--- src/core/aqc_pkg.sv ---
/*
   Shared definitions for the analog quad input configuration block:
   register offsets, control word layout, source codes, reset values,
   bus constants and the state record of the top module.
   Assumes a single AHB-Lite master with 32-bit word transfers.
*/
// ====================================================================
// Package
// ====================================================================
package aqc_pkg;

   // Number of configured channels in one quad
   localparam int AQC_NSLOT = 3;

   // Channel index of each input inside the quad
   localparam logic [1:0] AQC_CHIDX_VOLT = 2'h0;
   localparam logic [1:0] AQC_CHIDX_CURR = 2'h1;
   localparam logic [1:0] AQC_CHIDX_TEMP = 2'h3;

   // Register byte offsets, one word per channel index
   localparam logic [31:0] AQC_OFF_VOLT = 32'h0000_0000;
   localparam logic [31:0] AQC_OFF_CURR = 32'h0000_0004;
   localparam logic [31:0] AQC_OFF_TEMP = 32'h0000_000c;
   localparam logic [31:0] AQC_OFF_STAT = 32'h0000_0010;

   // Internal slot numbers of the three channels
   localparam logic [1:0] AQC_SLOT_VOLT = 2'h0;
   localparam logic [1:0] AQC_SLOT_CURR = 2'h1;
   localparam logic [1:0] AQC_SLOT_TEMP = 2'h2;
   localparam logic [1:0] AQC_SLOT_NONE = 2'h3;

   // Converter source select codes
   typedef enum logic [1:0] {
      AQC_SRC_PRESCALE = 2'h0,
      AQC_SRC_DIRECT   = 2'h1,
      AQC_SRC_MONITOR  = 2'h2,
      AQC_SRC_INVALID  = 2'h3
   } aqc_src_t;

   // Prescaler ranges allowed on the temperature channel
   localparam logic [2:0] AQC_RNG_16V = 3'h0;
   localparam logic [2:0] AQC_RNG_4V = 3'h2;

   // Channel control lines: polarity, switch, source, range
   typedef struct packed {
      logic neg_pol;
      logic sw_on;
      aqc_src_t src;
      logic [2:0] rng;
   } aqc_chan_ctrl_t;

   localparam int AQC_CTRL_W = $bits(aqc_chan_ctrl_t);
   localparam logic [6:0] AQC_CTRL_RST = 7'h00;

   // Decoded controls toward the analog front end
   typedef struct packed {
      logic sel_prescale;
      logic sel_direct;
      logic sel_monitor;
      logic switch_on;
      logic neg_pol;
      logic [2:0] rng;
   } aqc_front_t;

   localparam logic [7:0] AQC_FRONT_RST = 8'h80;

   // Sticky status of refused settings
   typedef struct packed {
      logic trng_bad;
      logic tpol_bad;
      logic [2:0] src_bad;
   } aqc_err_t;

   localparam int AQC_ERR_W = $bits(aqc_err_t);

   // Bus phase tracking, one-hot
   typedef enum logic [1:0] {
      AQC_ST_IDLE  = 2'b01,
      AQC_ST_WDATA = 2'b10
   } aqc_bus_st_t;

   // AHB-Lite constants
   localparam int AQC_HTRANS_ACT = 1;
   localparam logic [2:0] AQC_HSIZE_WORD = 3'h2;
   localparam logic AQC_HRESP_OKAY = 1'h0;

   // Whole state of the top module
   typedef struct packed {
      aqc_bus_st_t bus;
      logic [31:0] waddr;
      aqc_chan_ctrl_t [AQC_NSLOT-1:0] ctrl;
      aqc_front_t [AQC_NSLOT-1:0] front;
      aqc_err_t err;
      logic [31:0] rdata;
      logic ready;
      logic resp;
   } aqc_state_t;

   // Slot addressed by a byte address, or none
   function automatic logic [1:0] aqc_slot_of(input logic [31:0] a);
      case (a)
         AQC_OFF_VOLT: aqc_slot_of = AQC_SLOT_VOLT;
         AQC_OFF_CURR: aqc_slot_of = AQC_SLOT_CURR;
         AQC_OFF_TEMP: aqc_slot_of = AQC_SLOT_TEMP;
         default: aqc_slot_of = AQC_SLOT_NONE;
      endcase
   endfunction

   // Range code usable by the temperature monitor
   function automatic logic aqc_temp_rng_ok(input logic [2:0] r);
      aqc_temp_rng_ok = (r == AQC_RNG_16V) || (r == AQC_RNG_4V);
   endfunction

endpackage

--- src/core/aqc_quad_ctrl.sv ---
/*
   Configuration block for one analog quad: three channel control words
   reached over AHB-Lite, checked, decoded and driven to the front end.
   Assumes one AHB-Lite master, single word transfers, one clock.
*/
// ====================================================================
// ====================================================================
module aqc_quad_ctrl
   import aqc_pkg::*;
(
   // Clock and reset
   input wire logic hclk,
   input wire logic hresetn,
   // AHB-Lite address phase
   input wire logic hsel,
   input wire logic [31:0] haddr,
   input wire logic [1:0] htrans,
   input wire logic hwrite,
   input wire logic [2:0] hsize,
   input wire logic hready,
   // AHB-Lite data phase
   input wire logic [31:0] hwdata,
   output logic [31:0] hrdata,
   output logic hreadyout,
   output logic hresp,
   // Front end controls, slot 0 voltage, 1 current, 2 temperature
   output aqc_front_t [AQC_NSLOT-1:0] chan_front
);

   // ==================================================================
   // Declarations
   // ==================================================================
   aqc_state_t st_ff; // Registered state
   aqc_state_t nxt_st; // Next state
   aqc_front_t [AQC_NSLOT-1:0] dec_front; // Decoder outputs
   aqc_chan_ctrl_t wr_in; // Write data seen as a control word
   aqc_chan_ctrl_t wr_word; // Write word after checks
   aqc_err_t err_set; // Refusals found this cycle
   aqc_err_t err_clr; // Clear request from software
   logic take; // Address phase accepted
   logic [1:0] wr_slot; // Slot of pending write
   logic [1:0] rd_slot; // Slot of new read

   // Write data viewed as channel control lines
   assign wr_in = aqc_chan_ctrl_t'(hwdata[AQC_CTRL_W-1:0]);

   // Pending write and read slots from the address
   assign wr_slot = aqc_slot_of(st_ff.waddr);
   assign rd_slot = aqc_slot_of(haddr);

   // Transfer accepted when selected, active, word wide and ready
   assign take = hsel && htrans[AQC_HTRANS_ACT] && hready && (hsize == AQC_HSIZE_WORD);

   // ==================================================================
   // Channel decoders
   // ==================================================================
   generate
      for (genvar g = 0; g < AQC_NSLOT; g++)
      begin : g_dec
         // One decoder per stored control word
         aqc_chan_decode u_dec (
            .ctrl (st_ff.ctrl[g]),
            .front (dec_front[g])
         );
      end
   endgenerate

   // ==================================================================
   // Write checking
   // ==================================================================
   // Refuses settings the analog side cannot take and flags them
   always_comb
   begin
      wr_word = wr_in;
      err_set = '0;
      // Unused source code keeps the previous source
      if (wr_in.src == AQC_SRC_INVALID && wr_slot != AQC_SLOT_NONE)
      begin
         wr_word.src = st_ff.ctrl[wr_slot].src;
         err_set.src_bad[wr_slot] = 1'b1;
      end
      // Temperature channel takes positive input only
      if (wr_slot == AQC_SLOT_TEMP && wr_in.neg_pol)
      begin
         wr_word.neg_pol = 1'b0;
         err_set.tpol_bad = 1'b1;
      end
      // Temperature channel keeps its range unless the code is allowed
      if (wr_slot == AQC_SLOT_TEMP && !aqc_temp_rng_ok(wr_in.rng))
      begin
         wr_word.rng = st_ff.ctrl[AQC_SLOT_TEMP].rng;
         err_set.trng_bad = 1'b1;
      end
      // Refusals only count during a real write data phase
      if (st_ff.bus != AQC_ST_WDATA)
      begin
         err_set = '0;
      end
   end

   // Write one to clear on the status word
   assign err_clr = (st_ff.bus == AQC_ST_WDATA && st_ff.waddr == AQC_OFF_STAT) ?
      aqc_err_t'(hwdata[AQC_ERR_W-1:0]) : '0;

   // ==================================================================
   // Next state
   // ==================================================================
   // Bus phases, register updates and front end refresh
   always_comb
   begin
      nxt_st = st_ff;
      // Bus always answers at once with OKAY
      nxt_st.ready = 1'b1;
      nxt_st.resp = AQC_HRESP_OKAY;
      // Data phase of a write stores the checked word
      case (st_ff.bus)
         AQC_ST_WDATA:
         begin
            if (wr_slot != AQC_SLOT_NONE)
            begin
               nxt_st.ctrl[wr_slot] = wr_word;
            end
         end
         AQC_ST_IDLE:
         begin
            nxt_st.bus = AQC_ST_IDLE;
         end
         default:
         begin
            nxt_st.bus = AQC_ST_IDLE;
         end
      endcase
      // Sticky flags: a new refusal wins over a clear
      nxt_st.err = (st_ff.err & ~err_clr) | err_set;
      // Front end follows the stored words one cycle later
      nxt_st.front = dec_front;
      nxt_st.bus = AQC_ST_IDLE;
      // Address phase
      if (take)
      begin
         nxt_st.waddr = haddr;
         if (hwrite)
         begin
            nxt_st.bus = AQC_ST_WDATA;
         end
         else if (rd_slot != AQC_SLOT_NONE)
         begin
            // Read sees a write finishing in this same cycle
            nxt_st.rdata = 32'(nxt_st.ctrl[rd_slot]);
         end
         else if (haddr == AQC_OFF_STAT)
         begin
            nxt_st.rdata = 32'(nxt_st.err);
         end
         else
         begin
            // Unmapped address reads zero
            nxt_st.rdata = '0;
         end
      end
   end

   // ==================================================================
   // State register
   // ==================================================================
   // Single flop bank for the whole state
   always_ff @(posedge hclk or negedge hresetn)
   begin
      if (!hresetn)
      begin
         st_ff.bus <= AQC_ST_IDLE;
         st_ff.waddr <= '0;
         st_ff.ctrl <= {AQC_NSLOT{aqc_chan_ctrl_t'(AQC_CTRL_RST)}};
         st_ff.front <= {AQC_NSLOT{aqc_front_t'(AQC_FRONT_RST)}};
         st_ff.err <= '0;
         st_ff.rdata <= '0;
         st_ff.ready <= 1'b1;
         st_ff.resp <= AQC_HRESP_OKAY;
      end
      else
      begin
         st_ff <= nxt_st;
      end
   end

   // ==================================================================
   // Outputs
   // ==================================================================
   // All outputs straight from the state flops
   assign hrdata = st_ff.rdata;
   assign hreadyout = st_ff.ready;
   assign hresp = st_ff.resp;
   assign chan_front = st_ff.front;

   generate
      for (genvar g = 0; g < AQC_NSLOT; g++)
      begin : g_chk

      end
   endgenerate
endmodule // aqc_quad_ctrl

--- src/core/aqc_chan_decode.sv ---
/*
   Decoder for one channel: turns the stored control lines into the
   source select, one-hot for the three legal codes, and the switch and polarity controls of the front end.
   Assumes the caller registers the result before it leaves the block.
*/
// ====================================================================
// Channel decoder
// ====================================================================
module aqc_chan_decode
   import aqc_pkg::*;
(
   // Stored control lines of the channel
   input wire aqc_chan_ctrl_t ctrl,
   // Decoded front end controls
   output aqc_front_t front
);

   // Source mux, switch and polarity decode
   always_comb
   begin
      front = aqc_front_t'(AQC_FRONT_RST);
      front.sel_prescale = 1'b0;
      // One select per legal source; the unused code selects nothing
      case (ctrl.src)
         AQC_SRC_PRESCALE: front.sel_prescale = 1'b1;
         AQC_SRC_DIRECT: front.sel_direct = 1'b1;
         AQC_SRC_MONITOR: front.sel_monitor = 1'b1;
         default: front.sel_prescale = 1'b0;
      endcase
      front.switch_on = ctrl.sw_on;
      front.neg_pol = ctrl.neg_pol;
      front.rng = ctrl.rng;
   end

endmodule // aqc_chan_decode

--- config.mk ---
export PLATFORM = sky130hd
export DESIGN_NAME = aqc_quad_ctrl
export DESIGN_NICKNAME = d
export VERILOG_FILES = /design/src/core/aqc_pkg.sv /design/src/core/aqc_quad_ctrl.sv /design/src/core/aqc_chan_decode.sv
export SDC_FILE = /design/constraint.sdc
export NUM_CORES = 1
export LEC_CHECK = 0
export ABC_AREA = 1
export BUFFER_PORTS_ARGS = -buffer_cell sky130_fd_sc_hd__buf_2
export CAP_MARGIN = 20
export CORE_AREA = 2 2 135 104
export DETAILED_ROUTE_END_ITERATION = 8
export DIE_AREA = 0 0 137 106
export PLACE_DENSITY = 0.6
export SLEW_MARGIN = 20
export SYNTH_ARGS = -nofsm -noshare
export SYNTH_HDL_FRONTEND = slang
export SYNTH_HIERARCHICAL = 1
export SYNTH_SLANG_ARGS = --single-unit
--- constraint.sdc ---
create_clock -name hclk -period 1.71 [get_ports hclk]
set_input_delay 0.2565 -clock hclk [delete_from_list [all_inputs] [get_ports hclk]]
set_output_delay 0.2565 -clock hclk [all_outputs]
set_load 0.02 [all_outputs]
==> results by group, run 1 <==
Global route
  • Gr usage total: 0.151
  • First-pass GRT wire length: 16800 um
  • Initial antenna violation count: 0
  • Congestion Overflow GR: 0
  • Vias in the first global route: 3455
  • Largest net degree at the start of global routing: 63

Floorplan
  • Chip width: 137 um
  • Core box area: 13300 um2
  • Die ar.: 14500 um2
  • Rows: 37
  • Initial core utilization: 0.341
  • I/O Pins: 132
  • Die height: 106 um

Timing
  • Crit share post-route: 1.17
  • Hold WS: 0.157 ns
  • RSZ-0062 raised after global routing: yes
  • Setup TNS: -2.15 ns
  • Pins Over Slew Limit: 0
  • Final hold violations: 0
  • FMAX: 499 MHz
  • Fin crit period: 2.00 ns
  • Final setup fails: 17
  • Worst slew margin: 0.663
  • Min setup slack post-route: -0.294 ns
  • Final Skew: 0.0118 ns
  • Slew at the pin with the worst max-slew slack: 0.506 ns

Setup path
  • Worst path required time: 1.98 ns
  • Max Fanout on Critical Path: 3
  • Worst path depth: 14
  • Cell family with most CP delay: simple AND/OR/NAND/NOR gates
  • Internal reg-to-reg setup slack: -0.29 ns
  • WP data arrival: 2.28 ns
  • Reg2reg end: hrdata[4]
  • Worst Setup End Kind: register
  • Critical path launch point type: register
  • Slowest-stage cell, CP: dfrtp_1
  • Worst r2r src: st_ff[85]
  • CP Class: reg2reg
  • R2R cell count: 14
  • CP cell instances: nor2_1 -> nand2_1 -> nor2_2 -> buf_4 -> nand2_1 -> nor2_4 -> o21ai_0 -> nand2_1 -> nand3_2 -> nand2_4 -> nand3_4 -> nand3_2 -> nand3_2 -> a21oi_2
  • Crit-path max cell delay: 0.38 ns
  • Buf+Inv Stages, Crit Path: 1

Logic synthesis
  • Share of the synthesized area in the top cell type: 0.479
  • Synth Cell Area: 4550 um2
  • Synth Flop Type: dfrtp_1
  • Post-synth EDFFs: 0
  • Yosys warns: 6
  • Distinct cell type count after synthesis: 38
  • Biggest area consumer among synthesized cells: dfrtp_1
  • Fraction of registers with async set/reset: 1.00
  • Register area share after synthesis: 0.502
  • Mapped Cells: 536
  • Synth Area per Inst: 8.48 um2
  • Synth area leaders: dfrtp_1 48%, buf_4 12%, nand2_1 8.5%
  • Yosys reg bits: 91

Finish
  • Ant. Diodes: 0
  • Final Util: 0.445
  • Final #Nets: 720
  • Post-route cell area: 5940 um2
  • Fraction of layout cells with a size suffix above 1: 0.415
  • Synth-to-layout area growth: 30.7%

CTS
  • CTS Buf Count: 9
  • Clock Latency Late Sink: 0.35 ns
  • TritonCTS clock tree: done
  • CTS Buffer Depth: 2
  • Clk slew on worst S/H paths: 0.06 ns
  • Clock root buffer: clkbuf_16
  • Sink Count: 91
  • H-tree depth: 3

Routing
  • # DRC: 0
  • Initial DRC Count: 174
  • Antenna-violating nets left: 0
  • Via count: 3688
  • First drt pass iteration count: 5
  • Routed len/inst: 12.9 um
  • Final wirelength: 10700 um
  • Detail-routed via count per cell: 4.46

Run
  • Max_cap viols: 0

Hold path
  • Hold Path Stages: 3
  • Worst min-delay path class: in2reg
  • Worst Hold Path EP: st_ff[117]
  • Hold Startpoint: hwrite

Power
  • Peak VDD IR: 0.445 mV
  • Leak Pwr: 0.00312 uW
  • PwrDens: 872 nW/um2
  • Total Power: 5180 uW

Place
  • HPWL Detailed: 7800 um
  • Post-placement cell area: 5160 um2
  • Gpl congestion: 0.878
  • Number of port buffers: 78

Status
  • Failing checks: negative setup slack
  • Status: complete, but fails checks
==> kinds of logic after synthesis <==
group / after synthesis / synth area share
and+or+nand+nor: 205 / 0.201
buffers and inverters: 158 / 0.193
DFF: 91 / 0.502
AOI/OAI and AO/OA: 77 / 0.0944
muxes: 3 / 0.00743
other: 2 / 0.00165
==> state kept, by name, indices dropped and copies added (netlist names) <==
signal,flops
chan_front,24
hrdata,7
st_ff,60
==> layout make-up <==
type,instances,area (um2)
timing repair buffer,154,1000
tap,175,219
multi-input combinational,313,1840
fill,1306,7390
inverter,77,300
clock buffer,10,229
clock inverter,6,66.3
sequential,91,2280
==> stage by stage <==
| step | cells | worst slack [ns] |
|---|---|---|
| after floorplan | 561 | 0.00838 |
| after global placement | 797 | -0.291 |
| after detailed placement | 797 | -0.332 |
| after CTS | 816 | -0.250 |
| after global routing | 826 | -0.407 |
| final | 826 | -0.294 |
==> report_power, final <==
part	switching [uW]	internal (uW)	total, uW
clock	843	1130	1980
sequential	102	2320	2420
combinational	459	318	777
total	1400	3770	5180
==> worst min-delay path: stages <==
cell and delay [ns]:
buf_2 0.11, inv_1 0.05, nor2_1 0.05
==> how the worst max path moves through the flow <==
stage	start	end	slack, ns
floorplan	st_ff[111]	hrdata[2]	0.008
global placement	st_ff[95]	hrdata[4]	-0.29
detailed placement	st_ff[95]	hrdata[4]	-0.33
CTS	st_ff[94]	hrdata[4]	-0.25
global route	st_ff[95]	hrdata[5]	-0.41
finish	st_ff[85]	hrdata[4]	-0.29
==> cells in the final DEF (no fill, tap or decap), types with 7 or more instances in the layout <==
master and n:
dfrtp_1 87, nand2_1 85, buf_2 77, buf_4 68, inv_1 67, nor2_1 37, o21ai_0 31, conb_1 27
nand2_2 17, nand4_1 12, o21ai_1 11, nand3_2 11, nor2_2 9, o21ai_2 9, clkbuf_16 9, nand2_4 8
a21oi_2 8, buf_6 7
==> metal layers <==
layer,global-route usage,wire (um)
met4,0.0545,170
met5,0,0
met2,0.232,4830
met3,0.0405,823
met1,0.204,4840
==> Yosys cell counts, types with 2 or more instances <==
master    instances
o221ai_1          2
nor2_2            6
conb_1            2
nand2_2           4
buf_4            73
nor2_1           45
o21ai_2           5
mux2_2            3
a21oi_1          16
dfstp_2           4
inv_1            73
a21boi_1          3
o21ai_0          38
nor3_1            2
nand2_1         103
nand4_1          12
o21ai_1           9
nand2_4           2
clkbuf_1          5
or2_2             4
nand3_1          21
clkinv_1          2
dfrtp_1          87
==> timing repair <==
| action | CTS | global route |
|---|---|---|
| gates resized for setup | 43 | 65 |
| cloned | 0 | 1 |
| endpoints found under the setup margin | 20 | 27 |
| pin swaps | 19 | 39 |
| hold buffers | 1 | 0 |
| setup buffers | 4 | 14 |
| endpoints found under the hold margin | 21 | 0 |
(Power assumes the default switching activity.)
==> run 2, diff against run 1 <==
--- a/config.mk
+++ b/config.mk
@@ -12,6 +12,7 @@
 export DETAILED_ROUTE_END_ITERATION = 8
 export DIE_AREA = 0 0 137 106
 export PLACE_DENSITY = 0.6
+export REMOVE_ABC_BUFFERS = 1
 export SLEW_MARGIN = 20
 export SYNTH_ARGS = -nofsm -noshare
 export SYNTH_HDL_FRONTEND = slang
==> run 2 against run 1 <==
Compared with the run above: critical endpoint unchanged; sequential share of layout area down 0.75 points; first-iteration DRC count up 13%; the run still ends with negative setup slack left; via count down 1.6%; flip-flop and latch count unchanged; critical path depth down 2; count of clock-buffer cells in the layout unchanged; highest routed layer unchanged; clock power up 16%; largest cell class unchanged; largest power group unchanged.
==> results by group, run 2 (synthesized netlist as in run 1, its figures left out) <==
Status
  • Status: complete, but fails checks
  • Failing checks: negative setup slack

Hold path
  • Worst min-delay path class: in2reg
  • Hold Startpoint: hwrite
  • Hold Path Stages: 3

Routing
  • Routed len/inst: 12.9 um
  • Initial DRC Count: 197
  • # DRC: 0
  • Antenna-violating nets left: 0
  • Detail-routed via count per cell: 4.40
  • Final wirelength: 10600 um
  • First drt pass iteration count: 4
  • Via count: 3629

Floorplan
  • I/O Pins: 132
  • Chip width: 137 um
  • Die height: 106 um
  • Rows: 37
  • Die ar.: 14500 um2
  • Core box area: 13300 um2
  • Initial core utilization: 0.341

Setup path
  • WP data arrival: 2.32 ns
  • Worst path required time: 1.98 ns
  • Max Fanout on Critical Path: 3
  • CP Class: reg2reg
  • Worst Setup End Kind: register
  • Crit-path max cell delay: 0.38 ns
  • CP Launch Point: st_ff[113]
  • CP cell instances: nor2_1 -> nand2_1 -> nor2_4 -> buf_6 -> nand4_1 -> a21oi_2 -> nand3_1 -> nand2_2 -> nand3_2 -> nand3_1 -> nand3_2 -> a21oi_2
  • Worst r2r src: st_ff[113]
  • Slowest-stage cell, CP: dfrtp_1
  • R2R cell count: 12
  • Critical path launch point type: register

Finish
  • Most frequent cells in the layout: 87 x dfrtp_1, 79 x nand2_1, 77 x buf_2
  • Final #Nets: 719
  • Final Util: 0.454
  • Ant. Diodes: 0
  • # fillers: 1290
  • Fraction of layout cells with a size suffix above 1: 0.431
  • Top reg by flops: st_ff
  • Register Area: 2280 um2
  • Synth-to-layout area growth: 33.3%
  • Largest register FFs: 60
  • Commonest non-fill, non-tap cell in the layout: dfrtp_1
  • Area of the multi-input gates: 1870 um2

Timing
  • Worst slew margin: 0.666
  • Final setup fails: 18
  • FMAX: 490 MHz
  • Slew at the pin with the worst max-slew slack: 0.501 ns
  • Hold WS: 0.156 ns
  • Final Skew: 0.00962 ns
  • Final hold violations: 0
  • RSZ-0062 raised after global routing: yes
  • Fin crit period: 2.04 ns
  • Crit share post-route: 1.19
  • Pins Over Slew Limit: 0
  • Min setup slack post-route: -0.331 ns

CTS
  • Sink Count: 91
  • H-tree depth: 3
  • Clk slew on worst S/H paths: 0.06 ns
  • TritonCTS clock tree: done
  • Clock Latency Late Sink: 0.35 ns
  • CTS Buf Count: 9
  • CTS Buffer Depth: 2
  • Clock root buffer: clkbuf_16

Power
  • Psw: 1410 uW
  • Seq pwr share: 0.434
  • Clock share of power: 0.412
  • Sw frac: 0.253
  • Peak VDD IR: 0.483 mV
  • Leak Pwr: 0.00317 uW
  • P_int: 4170 uW
  • Gate power share: 0.153
  • PwrDens: 921 nW/um2

Place
  • Gpl congestion: 0.838
  • HPWL Detailed: 7430 um
  • Number of port buffers: 78

Global route
  • First-pass GRT wire length: 16500 um
  • Congestion Overflow GR: 0
  • Largest net degree at the start of global routing: 63
  • Initial antenna violation count: 0
  • Vias in the first global route: 3529
  • Gr usage total: 0.146

Run
  • Max_cap viols: 0
run 2: cell type report:
| type | count | area share |
|---|---|---|
| Inverter | 77 | 0.0504 |
| Sequential cell | 91 | 0.377 |
| Multi-Input combinational cell | 313 | 0.308 |
| Tap cell | 175 | 0.0361 |
| Clock inverter | 6 | 0.0186 |
| Clock buffer | 10 | 0.0395 |
| Timing Repair Buffer | 153 | 0.170 |
run 2: path summary, 6_finish.rpt:
path	to	slack, ns
hold reg to reg	chan_front[2]	0.38
min in group asynchronous	chan_front[12]	0.45
setup reg to reg	hrdata[4]	-0.33
hold / removal	st_ff[117]	0.16
setup / recovery	hrdata[4]	-0.33
max in group asynchronous	chan_front[15]	0.90
run 2: power by group through the flow:
stage               clock [uW]  combinational, uW  sequential, uW
detailed placement           0                710            2450
CTS                       2340                814            2420
global placement             0                695            2440
finish                    2300                855            2430
floorplan                    0                360            2460
global route              2440                953            2440
run 2: per-layer routing:
metal / vias up / share of wire / track usage / wire [um]
met4: 0 / 0.016 / 0.0596 / 170
met3: 14 / 0.060 / 0.0453 / 638
met5: - / 0 / 0 / 0
li1: 1797 / - / - / -
met2: 83 / 0.47 / 0.233 / 5000
met1: 1735 / 0.45 / 0.185 / 4800
run 2: stage by stage:
stage	std cells	instance area (um2)	setup TNS (ns)	setup slack, ns	power [uW]
after floorplan	480	4050	-2.85	-0.476	2820
after global placement	793	5130	-2.96	-0.299	3140
after detailed placement	793	5130	-3.46	-0.332	3160
after CTS	820	5760	-1.75	-0.225	5580
after global routing	825	6060	-5.85	-0.476	5840
final	825	6060	-3.40	-0.331	5580
run 2: critical path, delay by kind of cell, from the launching register on:
kind                   cells  cell delay [ns]
DFF                        1             0.38
and+or+nand+nor            9             1.11
buffers and inverters      1             0.11
AOI/OAI and AO/OA          2             0.36
run 2: repair_timing:
action / in CTS / in global routing
buffers inserted: 10 / 8
pin swaps: 13 / 30
hold endpoints to repair: 87 / 0
resized for setup: 59 / 73
hold buffers: 1 / 0
cloned: 1 / 0
endpoints found under the setup margin: 23 / 26
==> run 3, diff against run 2 <==
--- a/config.mk
+++ b/config.mk
@@ -11,7 +11,7 @@
 export CORE_AREA = 2 2 135 104
 export DETAILED_ROUTE_END_ITERATION = 8
 export DIE_AREA = 0 0 137 106
-export PLACE_DENSITY = 0.6
+export PLACE_DENSITY = 0.58
 export REMOVE_ABC_BUFFERS = 1
 export SLEW_MARGIN = 20
 export SYNTH_ARGS = -nofsm -noshare
==> constraint.sdc (replaced) <==
create_clock -name hclk -period 2.41 [get_ports hclk]
set_input_delay 0.3615 -clock hclk [delete_from_list [all_inputs] [get_ports hclk]]
set_output_delay 0.3615 -clock hclk [all_outputs]
set_load 0.02 [all_outputs]
==> run 3 against run 2 <==
Compared with the run above: the flow now finishes without violations; clock skew decreased by 0.0042 ns; setup slack better by 0.63 ns; routed wire length fell by 14%; maximum frequency down 3.1%; largest cell class unchanged; count of clock-buffer cells in the layout rose by 4; sequential power fell by 30%; first-iteration DRC count fell by 14%; non-clock buffer count is 71 lower; flip-flop and latch count unchanged; highest routed layer unchanged; critical endpoint is now hrdata[2].
==> results by group, run 3 (synthesized netlist as in run 1, its figures left out) <==
Global route
  • Largest net degree at the start of global routing: 63
  • First-pass GRT wire length: 15200 um
  • Vias in the first global route: 3146
  • Initial antenna violation count: 0
  • Gr usage total: 0.135
  • Congestion Overflow GR: 0

Finish
  • Largest register FFs: 60
  • Final Util: 0.376
  • Synth-to-layout area growth: 10.2%
  • Fraction of layout cells with a size suffix above 1: 0.227
  • Ant. Diodes: 0
  • Most frequent cells in the layout: 103 x nand2_1, 87 x dfrtp_1, 77 x buf_2
  • Final #Nets: 647
  • Top reg by flops: st_ff
  • Non-Filler Instances: 753
  • Commonest non-fill, non-tap cell in the layout: nand2_1

Floorplan
  • Core box area: 13300 um2
  • Die ar.: 14500 um2
  • Chip width: 137 um
  • Rows: 37
  • Die height: 106 um
  • Initial core utilization: 0.341
  • I/O Pins: 132

Setup path
  • Worst r2r src: st_ff[105]
  • R2R cell count: 13
  • Cell family with most CP delay: simple AND/OR/NAND/NOR gates
  • Worst Setup End Kind: register
  • Reg2reg end: hrdata[2]
  • WP data arrival: 2.36 ns
  • Buf+Inv Stages, Crit Path: 3
  • CP Launch Point: st_ff[105]
  • Critical path launch point type: register
  • Internal reg-to-reg setup slack: 0.30 ns
  • CP cell instances: nor2_1 -> nand2_1 -> nor2_2 -> nand2_4 -> clkinv_2 -> nand2_4 -> inv_2 -> nand3_2 -> inv_2 -> a21boi_1 -> a21oi_1 -> o21ai_1 -> a21boi_1
  • CP Class: reg2reg
  • Max Fanout on Critical Path: 11
  • Worst path required time: 2.66 ns
  • Crit-path max cell delay: 0.38 ns
  • Slowest-stage cell, CP: dfrtp_1

CTS
  • Sink Count: 91
  • CTS Buffer Depth: 2
  • H-tree depth: 3
  • Clock Latency Late Sink: 0.34 ns
  • CTS Hold Buffers Added: 0
  • Clock root buffer: clkbuf_16
  • TritonCTS clock tree: done
  • Clk slew on worst S/H paths: 0.06 ns
  • CTS Buf Count: 9

Routing
  • Metal3 WL: 643 um
  • WL met2: 4020 um
  • Routed len/inst: 12.2 um
  • First drt pass iteration count: 4
  • Max layer used: met4
  • Detail-routed via count per cell: 4.30
  • Via count: 3241
  • # DRC: 0
  • Met1 Routed Length: 4410 um
  • Final wirelength: 9180 um
  • Initial DRC Count: 170
  • Antenna-violating nets left: 0

Place
  • Pre-CTS setup slack: 0.237 ns
  • Placed cell count: 737
  • Number of port buffers: 78
  • HPWL Detailed: 7100 um
  • Gpl congestion: 0.900

Timing
  • Fin crit period: 2.11 ns
  • Slew at the pin with the worst max-slew slack: 0.572 ns
  • RSZ-0062 raised after global routing: no
  • Final Skew: 0.00541 ns
  • Final setup fails: 0
  • Min setup slack post-route: 0.303 ns
  • Final hold violations: 0
  • Setup TNS: 0 ns
  • Worst slew margin: 0.619
  • Pins Over Slew Limit: 0
  • Hold WS: 0.0224 ns
  • Crit share post-route: 0.874
  • FMAX: 475 MHz

Run
  • Max_cap viols: 0

Power
  • Peak VDD IR: 0.329 mV
  • Leak Pwr: 0.00270 uW
  • PwrDens: 707 nW/um2

Hold path
  • Worst min-delay path class: in2async

Status
  • Status: finished, final reports clean
## run 3: repair_timing
action / CTS / global route
endpoints found under the setup margin: 0 / 3
setup buffers: 0 / 0
resized for setup: 0 / 2
## run 3: worst max path at each step
| stage | cells after the start | to | slack (ns) |
|---|---|---|---|
| 3_3_place_gp | 13 | hrdata[4] | 0.28 |
| 4_1_cts | 13 | hrdata[2] | 0.22 |
| 2_1_floorplan | 6 | hrdata[2] | 0.12 |
| 6_report | 13 | hrdata[2] | 0.30 |
| 3_5_place_dp | 11 | hrdata[2] | 0.24 |
| 5_1_grt | 13 | hrdata[3] | 0.005 |
## run 3: area by class of cell
cell class	count	area [um2]
clock inverter	2	35.0
fill	1424	8330
clock buffer	14	264
tap	175	219
sequential	91	2280
multi-input combinational	312	1480
inverter	77	290
timing repair buffer	82	435
## run 3: per-stage QoR
step,power [uW],area (um2)
finish,3540,5010
global placement,2150,4710
floorplan,2000,4050
CTS,3570,5010
detailed placement,2170,4710
global route,3720,5010
## run 3: metal layers
layer | track usage | vias up
met2 | 0.206 | 91
met4 | 0.0412 | 0
met1 | 0.186 | 1485
li1 | - | 1656
met3 | 0.0358 | 9
met5 | 0 | -
## run 3: worst reg2reg max path: cells and delay by family, from the launching register on
kind / cells / cell delay (ns)
simple gates: 6 / 0.79
buf+inv: 3 / 0.36
flops: 1 / 0.38
compound gates: 4 / 0.50
## run 3: power breakdown
group	internal (uW)	leakage, uW	switching, uW
logic	149	0.00149	270
clock network	860	0.000147	546
registers	1650	0.00106	66.5
